===== config.mk =====
export PLATFORM = sky130hd
export DESIGN_NAME = iesc_top
export DESIGN_NICKNAME = d
export VERILOG_FILES = /design/src/inc/iesc_pkg.sv /design/src/core/iesc_top.sv /design/src/core/iesc_warmup.sv
export SDC_FILE = /design/constraint.sdc
export NUM_CORES = 1
export LEC_CHECK = 0
export BUFFER_PORTS_ARGS = -buffer_cell sky130_fd_sc_hd__buf_2
export CORE_MARGIN = 1.5
export CORE_UTILIZATION = 35
export DETAILED_ROUTE_END_ITERATION = 6
export SYNTH_ARGS = -nofsm -noshare
export SYNTH_HDL_FRONTEND = slang
export SYNTH_SLANG_ARGS = --single-unit
export TNS_END_PERCENT = 20

===== constraint.sdc =====
create_clock -name clk_sys -period 3.2 [get_ports clk_sys]
set_input_delay 0.48 -clock clk_sys [delete_from_list [all_inputs] [get_ports clk_sys]]
set_output_delay 0.48 -clock clk_sys [all_outputs]
set_load 0.01 [all_outputs]

===== src/inc/iesc_pkg.sv =====
package iesc_pkg;

  // ******************************
  // Register byte addresses
  // ******************************
  localparam logic [3:0] ADDR_EN_LOW   = 4'h0;
  localparam logic [3:0] ADDR_EN_HIGH  = 4'h4;
  localparam logic [3:0] ADDR_REQ_LOW  = 4'h8;
  localparam logic [3:0] ADDR_REQ_HIGH = 4'hC;

  // ******************************
  // Field layouts and reset values
  // ******************************
  localparam logic [7:0] LOW_USED_MASK  = 8'hD9;
  localparam logic [7:0] HIGH_USED_MASK = 8'h54;
  localparam logic [7:0] REG_RESET      = 8'h00;
  localparam logic [2:0] MASK_RESET     = 3'h0;

  // Source index order is also the fixed priority order
  localparam int NUM_SRC     = 8;
  localparam int SRC_DMA     = 0;
  localparam int SRC_TIMER0  = 1;
  localparam int SRC_EXT     = 2;
  localparam int SRC_UART    = 3;
  localparam int SRC_DISPLAY = 4;
  localparam int SRC_TIMER1  = 5;
  localparam int SRC_CLOCK   = 6;
  localparam int SRC_PARPORT = 7;

  // Sources allowed to wake from STOP: timer 1, clock timer, UART
  localparam logic [7:0] STOP_WAKE_MASK = 8'h68;

  // ******************************
  // Timing
  // ******************************
  localparam int WARMUP_CYCLES = 262144;

  // ******************************
  // Standby states
  // ******************************
  typedef enum logic [3:0] {
    ST_RUN    = 4'h1,
    ST_HALT   = 4'h2,
    ST_STOP   = 4'h4,
    ST_WARMUP = 4'h8
  } iesc_state_t;

endpackage


===== src/core/iesc_top.sv =====
`timescale 1ns/1ps
`default_nettype none

// What this block does
// - Reset clears the global interrupt enable bit.
// - Accept only when global enable, source enable and mask level all pass.
// - Disable instruction clears global enable, enable instruction sets it.
// - Global enable also writable as bit 0 of processor status one.
// - Interrupt processing starts only when all acceptance conditions hold together.
// - Low enable register: bits 7,6,4,3,0; other bits written zero.
// - High enable register: bits 6,4,2; other bits written zero.
// - Low request register read/write, flags at 7,6,4,3,0, zeros elsewhere.
// - High request register read/write, flags at 6,4,2, zeros elsewhere.
// - Standby ends when an enabled request becomes pending.
// - HALT instruction enters HALT, STOP instruction enters STOP; fetch stops.
// - Standby left by reset or qualifying interrupt; STOP restricts sources.
// - HALT keeps clocks running; wakes immediately from any maskable source.
// - STOP halts main clock; main-clock blocks cannot wake the device.
// - In STOP main-clock timer stops; external-clock timer may still interrupt.
// - Only timer 1, clock timer and serial interrupts wake from STOP.
// - In STOP the sampled external pin input is ignored for wake-up.
// - STOP wake-up runs the oscillator warm-up before execution resumes.
// - Standby preserves registers; running blocks may still set request flags.
// - Port direction and output levels are held during standby.
// - STOP instruction clock-change use is kept apart from STOP standby.
// - Mask 000/001 admit all levels; each higher code drops one more.
// - Simultaneous requests served DMA first down to parallel port last.
// - Warm-up lasts about 2^18 main-clock cycles, device stays halted.

module iesc_top
  import iesc_pkg::*;
#(
  parameter int WARMUP = WARMUP_CYCLES,
  parameter int WARM_W = 19
) (
  // Clock and reset
  input  wire logic        clk_sys,
  input  wire logic        srst,
  // Wishbone slave
  input  wire logic        wb_cyc_i,
  input  wire logic        wb_stb_i,
  input  wire logic        wb_we_i,
  input  wire logic [3:0]  wb_adr_i,
  input  wire logic [3:0]  wb_sel_i,
  input  wire logic [31:0] wb_dat_i,
  output var  logic [31:0] wb_dat_o,
  output var  logic        wb_ack_o,
  // CPU core instruction strobes
  input  wire logic        enable_irq_instr,
  input  wire logic        disable_irq_instr,
  input  wire logic        halt_instr,
  input  wire logic        stop_instr,
  input  wire logic        clock_change_sel,
  input  wire logic        status_one_we,
  input  wire logic        status_one_bit,
  input  wire logic [2:0]  priority_mask_field,
  input  wire logic        irq_ack,
  // Peripheral request events, one bit per source in priority order
  input  wire logic [7:0]  src_event,
  // CPU core status
  output var  logic        global_enable,
  output var  logic        irq_req,
  output var  logic [2:0]  irq_id,
  output var  logic        cpu_stalled,
  output var  logic        main_clk_run,
  output var  logic        clock_change_req,
  output var  logic        port_hold
);

  // ******************************
  // Helpers
  // ******************************

  // Map 8-source vector onto the two register layouts
  function automatic logic [15:0] to_regs(input logic [7:0] s);
    logic [7:0] lo;
    logic [7:0] hi;
    lo = {s[SRC_DMA], s[SRC_TIMER0], 1'b0, s[SRC_EXT], s[SRC_UART], 2'b00, s[SRC_DISPLAY]};
    hi = {1'b0, s[SRC_TIMER1], 1'b0, s[SRC_CLOCK], 1'b0, s[SRC_PARPORT], 2'b00};
    return {hi, lo};
  endfunction

  function automatic logic [7:0] from_regs(input logic [7:0] lo, input logic [7:0] hi);
    logic [7:0] s;
    s = '0;
    s[SRC_DMA]     = lo[7];
    s[SRC_TIMER0]  = lo[6];
    s[SRC_EXT]     = lo[4];
    s[SRC_UART]    = lo[3];
    s[SRC_DISPLAY] = lo[0];
    s[SRC_TIMER1]  = hi[6];
    s[SRC_CLOCK]   = hi[4];
    s[SRC_PARPORT] = hi[2];
    return s;
  endfunction

  // ******************************
  // Registers and state
  // ******************************
  logic [7:0]  en_low_q;
  logic [7:0]  en_high_q;
  logic [7:0]  req_low_q;
  logic [7:0]  req_high_q;
  iesc_state_t state_q;
  logic        warm_start;
  logic        warm_done;

  // Bus request decode
  logic        wb_req;
  logic        wr_en_low;
  logic        wr_en_high;
  logic        wr_req_low;
  logic        wr_req_high;
  logic [7:0]  wdata;

  assign wb_req      = wb_cyc_i && wb_stb_i && !wb_ack_o;
  assign wdata       = wb_dat_i[7:0];
  assign wr_en_low   = wb_req && wb_we_i && wb_sel_i[0] && (wb_adr_i == ADDR_EN_LOW);
  assign wr_en_high  = wb_req && wb_we_i && wb_sel_i[0] && (wb_adr_i == ADDR_EN_HIGH);
  assign wr_req_low  = wb_req && wb_we_i && wb_sel_i[0] && (wb_adr_i == ADDR_REQ_LOW);
  assign wr_req_high = wb_req && wb_we_i && wb_sel_i[0] && (wb_adr_i == ADDR_REQ_HIGH);

  // ******************************
  // Acceptance logic
  // ******************************
  logic [7:0]  enables;
  logic [7:0]  requests;
  logic [7:0]  level_ok;
  logic [7:0]  candidates;
  logic [7:0]  wake_src;
  logic [7:0]  stop_events;
  logic        any_cand;
  logic [2:0]  win_id;
  logic [15:0] ev_regs;
  logic [15:0] clr_regs;
  logic [7:0]  accept_vec;

  assign enables  = from_regs(en_low_q, en_high_q);
  assign requests = from_regs(req_low_q, req_high_q);

  generate
    for (genvar i = 0; i < NUM_SRC; i++) begin : g_level
      assign level_ok[i] = (priority_mask_field <= 3'h1) || (i < (9 - int'(priority_mask_field)));
    end
  endgenerate

  assign candidates = (global_enable && state_q == ST_RUN) ? (requests & enables & level_ok) : 8'h00;
  assign any_cand   = |candidates;

  always_comb begin
    win_id = 3'h0;
    for (int i = NUM_SRC - 1; i >= 0; i--) begin
      if (candidates[i]) begin
        win_id = 3'(i);
      end
    end
  end

  // STOP filters events: main-clock blocks and sampled pin silent
  assign stop_events = (state_q == ST_STOP || state_q == ST_WARMUP) ? (src_event & STOP_WAKE_MASK) : src_event;
  assign wake_src    = requests & enables;

  // Acknowledge clears only the winning flag
  assign accept_vec = (irq_ack && irq_req) ? (8'h01 << irq_id) : 8'h00;
  assign ev_regs    = to_regs(stop_events);
  assign clr_regs   = to_regs(accept_vec);

  // ******************************
  // Register file
  // ******************************

  // enable registers, unused bits kept zero
  always_ff @(posedge clk_sys) begin
    if (srst) begin
      en_low_q  <= REG_RESET;
      en_high_q <= REG_RESET;
    end else begin
      if (wr_en_low)  en_low_q  <= wdata & LOW_USED_MASK;
      if (wr_en_high) en_high_q <= wdata & HIGH_USED_MASK;
    end
  end

  // request flags, event set wins over clear
  always_ff @(posedge clk_sys) begin
    if (srst) begin
      req_low_q  <= REG_RESET;
      req_high_q <= REG_RESET;
    end else begin
      req_low_q  <= ((wr_req_low ? wdata : req_low_q) & ~clr_regs[7:0]
                     | ev_regs[7:0]) & LOW_USED_MASK;
      req_high_q <= ((wr_req_high ? wdata : req_high_q) & ~clr_regs[15:8]
                     | ev_regs[15:8]) & HIGH_USED_MASK;
    end
  end

  // Bus answer: one-cycle ack, unmapped reads zero
  always_ff @(posedge clk_sys) begin
    if (srst) begin
      wb_ack_o <= 1'b0;
      wb_dat_o <= '0;
    end else begin
      wb_ack_o <= wb_req;
      wb_dat_o <= '0;
      if (wb_req && !wb_we_i) begin
        case (wb_adr_i)
          ADDR_EN_LOW:   wb_dat_o <= {24'h000000, en_low_q};
          ADDR_EN_HIGH:  wb_dat_o <= {24'h000000, en_high_q};
          ADDR_REQ_LOW:  wb_dat_o <= {24'h000000, req_low_q};
          ADDR_REQ_HIGH: wb_dat_o <= {24'h000000, req_high_q};
          default:       wb_dat_o <= '0;
        endcase
      end
    end
  end

  // ******************************
  // Global enable
  // ******************************
  always_ff @(posedge clk_sys) begin
    if (srst) begin
      global_enable <= 1'b0;
    end else if (disable_irq_instr) begin
      global_enable <= 1'b0;
    end else if (enable_irq_instr) begin
      global_enable <= 1'b1;
    end else if (status_one_we) begin
      global_enable <= status_one_bit;
    end
  end

  // ******************************
  // Standby state machine
  // ******************************
  always_ff @(posedge clk_sys) begin
    if (srst) begin
      state_q <= ST_RUN;
    end else begin
      case (state_q)
        ST_RUN: begin
          // standby entry; clock change is not standby
          if (halt_instr) begin
            state_q <= ST_HALT;
          end else if (stop_instr && !clock_change_sel) begin
            state_q <= ST_STOP;
          end
        end
        ST_HALT: begin
          if (|wake_src) state_q <= ST_RUN;
        end
        ST_STOP: begin
          if (|(wake_src & STOP_WAKE_MASK)) state_q <= ST_WARMUP;
        end
        ST_WARMUP: begin
          if (warm_done) state_q <= ST_RUN;
        end
        default: state_q <= ST_RUN;
      endcase
    end
  end

  assign warm_start = (state_q == ST_STOP) && |(wake_src & STOP_WAKE_MASK);

  iesc_warmup #(
    .WIDTH (WARM_W)
  ) u_warmup (
    .clk_sys (clk_sys),
    .srst    (srst),
    .start   (warm_start),
    .span    (WARM_W'(WARMUP)),
    .done    (warm_done)
  );

  // ******************************
  // Outputs to the core
  // ******************************
  always_ff @(posedge clk_sys) begin
    if (srst) begin
      irq_req          <= 1'b0;
      irq_id           <= 3'h0;
      cpu_stalled      <= 1'b0;
      main_clk_run     <= 1'b1;
      clock_change_req <= 1'b0;
      port_hold        <= 1'b0;
    end else begin
      irq_req          <= any_cand && !(irq_ack && irq_req);
      irq_id           <= win_id;
      cpu_stalled      <= (state_q != ST_RUN);
      main_clk_run     <= (state_q != ST_STOP);
      clock_change_req <= (state_q == ST_RUN) && stop_instr && clock_change_sel;
      port_hold        <= (state_q != ST_RUN);
    end
  end

endmodule

`default_nettype wire


===== src/core/iesc_warmup.sv =====
`timescale 1ns/1ps
`default_nettype none

module iesc_warmup #(
  parameter int WIDTH = 18
) (
  // Clock and reset
  input  wire logic clk_sys,
  input  wire logic srst,
  // Control
  input  wire logic start,
  input  wire logic [WIDTH-1:0] span,
  output var  logic done
);

  logic [WIDTH-1:0] count_q;
  logic             busy_q;

  // Counts down one span; done pulses on the final cycle
  always_ff @(posedge clk_sys) begin
    if (srst) begin
      count_q <= '0;
      busy_q  <= 1'b0;
      done    <= 1'b0;
    end else begin
      done <= 1'b0;
      if (start) begin
        count_q <= span;
        busy_q  <= 1'b1;
      end else if (busy_q) begin
        if (count_q <= WIDTH'(1)) begin
          busy_q <= 1'b0;
          done   <= 1'b1;
        end else begin
          count_q <= count_q - WIDTH'(1);
        end
      end
    end
  end

endmodule

`default_nettype wire


==> flow_metrics.tcl, run 1 <==
set metrics [dict create \
    status "completed" \
    cap_violations 0 \
    fp.dieW_um 97.1 \
    combPwrFrac_pct 10.7 \
    power-per-cell-area_nw_per_um2 361 \
    cts_tree "built" \
    final_core_util_pct 39.8 \
    rsz0062_at_grt "false" \
    cts.sink_count 56 \
    ys_warn_count 0 \
    grt_pass1_wl_mm 11.6 \
    drt_pass1_iterations 4 \
    clkPwrFrac_pct 30.5 \
    setup_slack_ns 0.983 \
    grt-ovfl-total 0 \
    power_leakage_nw 1.46 \
    synth-seq-cells 56 \
    die_area_um2 9430 \
    max_freq_mhz 451 \
    dp_slack_ns 1.00 \
    placement.io_buffers 50 \
    initial_core_util_pct 35.9 \
    cts.clk_slew.worst_paths_ns 0.10 \
    vias 2592 \
    coreArea_um2 8640 \
    synthCells 352 \
    syn_to_final_growth_pct 10.9 \
    n_antenna_cell 0 \
    ys_types 65 \
    die_h_um 97.1 \
    report.final.setup_viol 0 \
    drt_iter0_drc 69 \
    num_rows 34 \
    cp-start-kind "flip-flop" \
    io_pins 106 \
    drt-total-wl_mm 6.92 \
    cts_hold_buf 0 \
    ys_top_cells_by_count "56 x dfxtp_1, 36 x nor2_1, 29 x buf_4, 22 x nand2_1, 21 x mux2i_1" \
    synth-edff-count 0 \
    power.switching_mw 0.325 \
    p_sw_share_pct 26.2 \
    gp_congestion 0.820 \
    pwr-share-seq_pct 58.7 \
    post_drt_wl_per_cell_um 13.6 \
    ff2ff_path_depth 7 \
    clock_latency_ns 0.31 \
    period_share_pct 69.3 \
    ctsRootBufferMaster "clkbuf_8" \
    numCtsBuffers 5 \
    synth_ff_type "dfxtp_1" \
    worst_pin_slew_ns 0.827 \
    nNetsFinal 475 \
    netlist.area_leader.share_pct 36.2 \
    grt_pass1_vias 2416 \
    synthArstFlopShare_pct 0 \
    arrival_ns 2.46 \
    final_area_um2 3440 \
    slew_headroom_pct 44.1 \
    ys_top_cells_by_area "dfxtp_1 36%, buf_4 7.0%, mux2i_1 6.8%, nor2_1 4.4%, ha_1 3.6%" \
    post-dp-hpwl_mm 5.28 \
    clock_path_buffers 2 \
    grt_start_max_net_pins 23 \
    finalMaxSlewViolations 0 \
    endpoint_kind "flip-flop" \
    synth_most_common_cell "dfxtp_1" \
    final.setup.tns_ns 0 \
    drive_gt1_share_pct 18.7 \
    ys_seq_area_share_pct 36.2 \
    finalPower_mw 1.24 \
    fin_worst_skew_ns 0.0146 \
    cp.required_ns 3.44 \
    finalHoldViolCount 0 \
    viasPerCell 5.08 \
    synth_top_area_cell "dfxtp_1" \
    drc 0 \
    hold_depth 2 \
    antenna_left 0 \
    grt_usage_pct 14.8 \
    critPathKind "flip-flop to flip-flop" \
    htree_levels 2 \
    antenna_found_initial 0 \
    p_int_mw 0.916 \
    cts_resized 0 \
    ir_drop_uv 225 \
    netlist_area_um2 3100 \
    finalCriticalPeriod_ns 2.22 \
    dpl_cell_area_um2 3360 \
    cts_setup_buffers 0 \
    syn_area_per_cell_um2 8.81 \
    critical_path.max_fanout 10 \
    hp-class "input pin to flip-flop" \
]
==> sequential cells by signal, summed over array words and instances (netlist names), 3 cells and up <==
| signal | count |
|---|---|
| u_warmup.count_q | 19 |
| wb_dat_o | 6 |
| en_low_q | 5 |
| req_low_q | 5 |
| state_q | 4 |
| en_high_q | 3 |
| irq_id | 3 |
| req_high_q | 3 |
==> final cells by class <==
class	instances	area (um^2)
fillers	896	5200
multi-input cells	272	1780
flip-flops and latches	56	1120
repair buffers	52	265
well taps	108	135
clock buffers	5	68.8
inverters	15	56.3
clock inverters	2	12.5
==> worst max-delay path: stages (launching register included) <==
cell and delay (ns):
dfxtp_1 0.35, inv_1 0.11, ha_1 0.16, or4b_2 0.60, nor4_2 0.25, a221o_1 0.42
o21ai_0 0.15, a21oi_1 0.13
==> metrics by stage <==
step	cells	hold WS (ns)
finish	510	0.333
global route	510	0.320
detailed placement	503	0.466
floorplan	377	0.448
global placement	503	0.462
CTS	510	0.320
==> kinds of logic after synthesis <==
| kind of cell | Yosys count | synth area share, % |
|---|---|---|
| xor+xnor | 6 | 1.69 |
| simple gates | 142 | 26.0 |
| compound gates | 66 | 15.1 |
| other cells | 1 | 0.121 |
| fa+ha+maj | 9 | 3.63 |
| flops | 56 | 36.2 |
| mux | 23 | 7.87 |
| buf+inv | 49 | 9.44 |
==> per-layer routing <==
metal | global-route usage [%] | share of wire, %
met5 | 0 | 0
met4 | 5.91 | 1.9
met3 | 2.52 | 4.2
met2 | 23.3 | 45
met1 | 20.1 | 49
==> worst paths after layout <==
path | to | slack, ns | startpoint
max | u_warmup.count_q[5] | 0.98 | u_warmup.count_q[1]
min | global_enable | 0.33 | disable_irq_instr
max reg2reg | u_warmup.count_q[5] | 0.98 | u_warmup.count_q[1]
min reg2reg | u_warmup.count_q[4] | 0.48 | u_warmup.count_q[4]
==> cells in the final DEF (no fill, tap or decap), types with 3 or more instances in the layout <==
cell type,count
a22oi_1,4
nand4_1,3
or3_1,9
nand2_1,22
or4_1,8
a31oi_1,4
dfxtp_1,56
clkbuf_8,5
nor3b_1,3
ha_1,9
mux2i_1,21
nand3_1,8
nor2b_1,4
nor2_1,36
inv_1,15
nor3_1,14
o22ai_1,4
o21ai_0,7
a211oi_1,3
nand3b_1,3
and3_1,3
a21oi_1,12
nor4_1,5
o21a_1,3
o31ai_1,5
nand2b_1,5
buf_2,50
xor2_1,5
nor4b_1,3
conb_1,26
==> power groups by stage <==
stage	logic [mW]	registers (mW)	clock network, mW
4_1_cts	0.134	0.728	0.395
3_5_place_dp	0.133	0.744	0
2_1_floorplan	0.106	0.742	0
6_report	0.133	0.728	0.379
5_1_grt	0.150	0.731	0.427
3_3_place_gp	0.132	0.743	0
Power figures use the tool's default switching activity.
==> run 2, diff against run 1 <==
Settings changed: ABC_AREA set to 1.
Clock period 3.2 ns to 2.2 ns, I/O delays scaled along.
==> run 2 against run 1 <==
Combinational power rose to 2.8 times the previous value. Setup slack got worse by 0.53 ns. Register-to-register slack got worse by 0.53 ns. Final cell count rose by 24%. Synthesized cell count rose by 34%.
==> flow_metrics.tcl, run 2 <==
set metrics [dict create \
    power.switching_mw 0.610 \
    synthAdderAreaFrac_pct 3.46 \
    arrival_ns 1.94 \
    critical_path.max_fanout 7 \
    io_pins 106 \
    cts_resized 0 \
    grt_pass1_vias 2849 \
    cts_setup_buffers 0 \
    n_antenna_cell 0 \
    die_area_um2 9880 \
    finalHoldViolCount 0 \
    finalCriticalPeriod_ns 1.75 \
    period_share_pct 79.5 \
    whs_ns 0.178 \
    finalMaxSlewViolations 0 \
    grt_start_max_net_pins 17 \
    status "completed" \
    cts_hold_buf 0 \
    gp_congestion 0.819 \
    ys_types 36 \
    slowest_delay_ns 0.37 \
    htree_levels 2 \
    reg.largest.list "u_warmup.count_q (19), wb_dat_o (6)" \
    die_h_um 99.4 \
    final_common_cell "nand2_1" \
    netlist.area_leader.share_pct 34.5 \
    seq_area_um2 1120 \
    viasPerCell 4.69 \
    netlist_area_um2 3250 \
    max_freq_mhz 572 \
    synth_xor_area_share_pct 1.08 \
    antenna_left 0 \
    num_rows 34 \
    synth_most_common_cell "nand2_1" \
    nNetsFinal 596 \
    clock_path_buffers 2 \
    synth-seq-cells 56 \
    crit_chain "inv_1 -> ha_1 -> nand2_1 -> nor2_1 -> inv_1 -> nor2_1 -> nand3_1 -> nand2_1 -> nor2_1" \
    drc 0 \
    fp.dieW_um 99.4 \
    synth_top_family_by_area "simple AND/OR/NAND/NOR gates" \
    power-per-cell-area_nw_per_um2 572 \
    ir_drop_uv 283 \
    drt-total-wl_mm 7.24 \
    ys_top_cells_by_area "dfxtp_1 34%, nand2_1 13%, nor2_1 7.0%, inv_1 6.6%, buf_4 6.5%" \
    drt_pass1_iterations 4 \
    numCtsBuffers 5 \
    antenna_found_initial 0 \
    largest_reg_flops 19 \
    coreArea_um2 8850 \
    combPwrFrac_pct 17.9 \
    place_inst 624 \
    post-dp-hpwl_mm 5.73 \
    clock_latency_ns 0.31 \
    initial_core_util_pct 36.8 \
    finalNonFillerCells 632 \
    syn_area_per_cell_um2 6.89 \
    largest-register "u_warmup.count_q" \
    cpMostUsedCell "nor2_1" \
    placement.io_buffers 50 \
    grt-ovfl-total 0 \
    cp_slowest_cell "dfxtp_1" \
    finalPower_mw 2.06 \
    cts.sink_count 56 \
    cap_violations 0 \
    rsz0062_at_grt "false" \
    fin_worst_skew_ns 0.0143 \
    synth-edff-count 0 \
    synth_top_area_cell "dfxtp_1" \
    ys_seq_area_share_pct 34.5 \
    p_sw_share_pct 29.7 \
    cts_tree "built" \
    hp-class "input pin to flip-flop" \
    p_int_mw 1.45 \
    synth-simple-area-share_pct 33.6 \
    pwr-share-seq_pct 53.1 \
    post_drt_wl_per_cell_um 11.4 \
    synth_ff_type "dfxtp_1" \
    final_core_util_pct 40.7 \
    synthArstFlopShare_pct 0 \
    ys_top_cells_by_count "109 x nand2_1, 61 x nor2_1, 57 x inv_1, 56 x dfxtp_1, 37 x a21oi_1" \
    multi_input_area_um2 1750 \
    report.final.setup_viol 0 \
    grt_usage_pct 15.5 \
    cp.required_ns 2.40 \
    final.setup.tns_ns 0 \
    endpoint_kind "flip-flop" \
    ys_warn_count 0 \
    syn_to_final_growth_pct 10.6 \
    fill_cells 972 \
    synthCells 472 \
    final_cell_mix "109 x nand2_1, 61 x nor2_1, 57 x inv_1" \
    power_leakage_nw 1.81 \
    drt_iter0_drc 104 \
    vias 2963 \
    clkPwrFrac_pct 29.0 \
    reg2reg_slack_ns 0.45 \
    synthMuxAreaShare_pct 0 \
    drive_gt1_share_pct 16.6 \
    ctsRootBufferMaster "clkbuf_8" \
    critPathKind "flip-flop to flip-flop" \
    cp-start-kind "flip-flop" \
    synth_compound_area_share_pct 12.5 \
    cts.clk_slew.worst_paths_ns 0.11 \
    grt_pass1_wl_mm 12.6 \
]
==> run 2: cell count changes in the layout (fill, tap and decap cells not counted), moves of 7 or more <==
cell | before | now
or3_1 | 9 | 0
nor2_2 | 0 | 8
o21ai_0 | 7 | 18
nor2_1 | 36 | 61
a21oi_1 | 12 | 37
o211ai_1 | 2 | 9
mux2i_1 | 21 | 0
or4_1 | 8 | 0
nand3_1 | 8 | 20
inv_1 | 15 | 57
nand2_1 | 22 | 109
==> run 2: cell families (layout without fill, tap and decap cells) <==
kind of cell | after synthesis | in the layout
buffers and inverters | 95 | 122
DFF | 56 | 56
adders and majority gates | 9 | 9
AOI/OAI and AO/OA | 73 | 73
and+or+nand+nor | 234 | 234
xor gates and xnor gates | 4 | 4
other | 1 | 26
==> run 2: routing by layer <==
metal,share of wire [%],up-vias,track usage [%]
met4,1.9,0,4.98
met1,45,1335,19.4
met5,0,-,0
met2,49,62,27.1
met3,4.1,10,2.53
li1,-,1556,-
==> run 2: worst paths after layout <==
kind / startpoint / end / cells past startpoint
worst min-delay path: disable_irq_instr / global_enable / 2
worst min register to register: en_low_q[3] / en_low_q[3] / 2
worst max register to register: u_warmup.count_q[0] / u_warmup.count_q[16] / 9
worst max-delay path: u_warmup.count_q[0] / u_warmup.count_q[16] / 9
==> run 2: worst max-delay path: cells and delay by family (launching register included) <==
kind,cells,cell delay (ns)
buffers and inverters,2,0.19
AND/OR/NAND/NOR,6,0.73
flip-flops,1,0.37
adder cells (fa/ha/maj),1,0.34
==> run 2: area by class of cell <==
class / count / share of cell area (%)
multi-input cells: 346 / 48.5
clock inverters: 1 / 0.209
well taps: 108 / 3.76
clock buffers: 7 / 2.40
inverters: 61 / 6.37
flip-flops and latches: 56 / 31.2
repair buffers: 53 / 7.58
==> run 2: power by group through the flow <==
stage | clock, mW | combinational [mW] | sequential, mW
floorplan | 0 | 0.298 | 1.12
global placement | 0 | 0.364 | 1.12
detailed placement | 0 | 0.370 | 1.12
CTS | 0.612 | 0.371 | 1.09
global route | 0.654 | 0.416 | 1.10
finish | 0.596 | 0.367 | 1.09
==> run 2: through the flow <==
stage	cell area [um^2]	setup WS, ns
global placement	3500	0.501
CTS	3600	0.472
finish	3600	0.451
floorplan	3350	0.751
global route	3600	0.199
detailed placement	3500	0.455
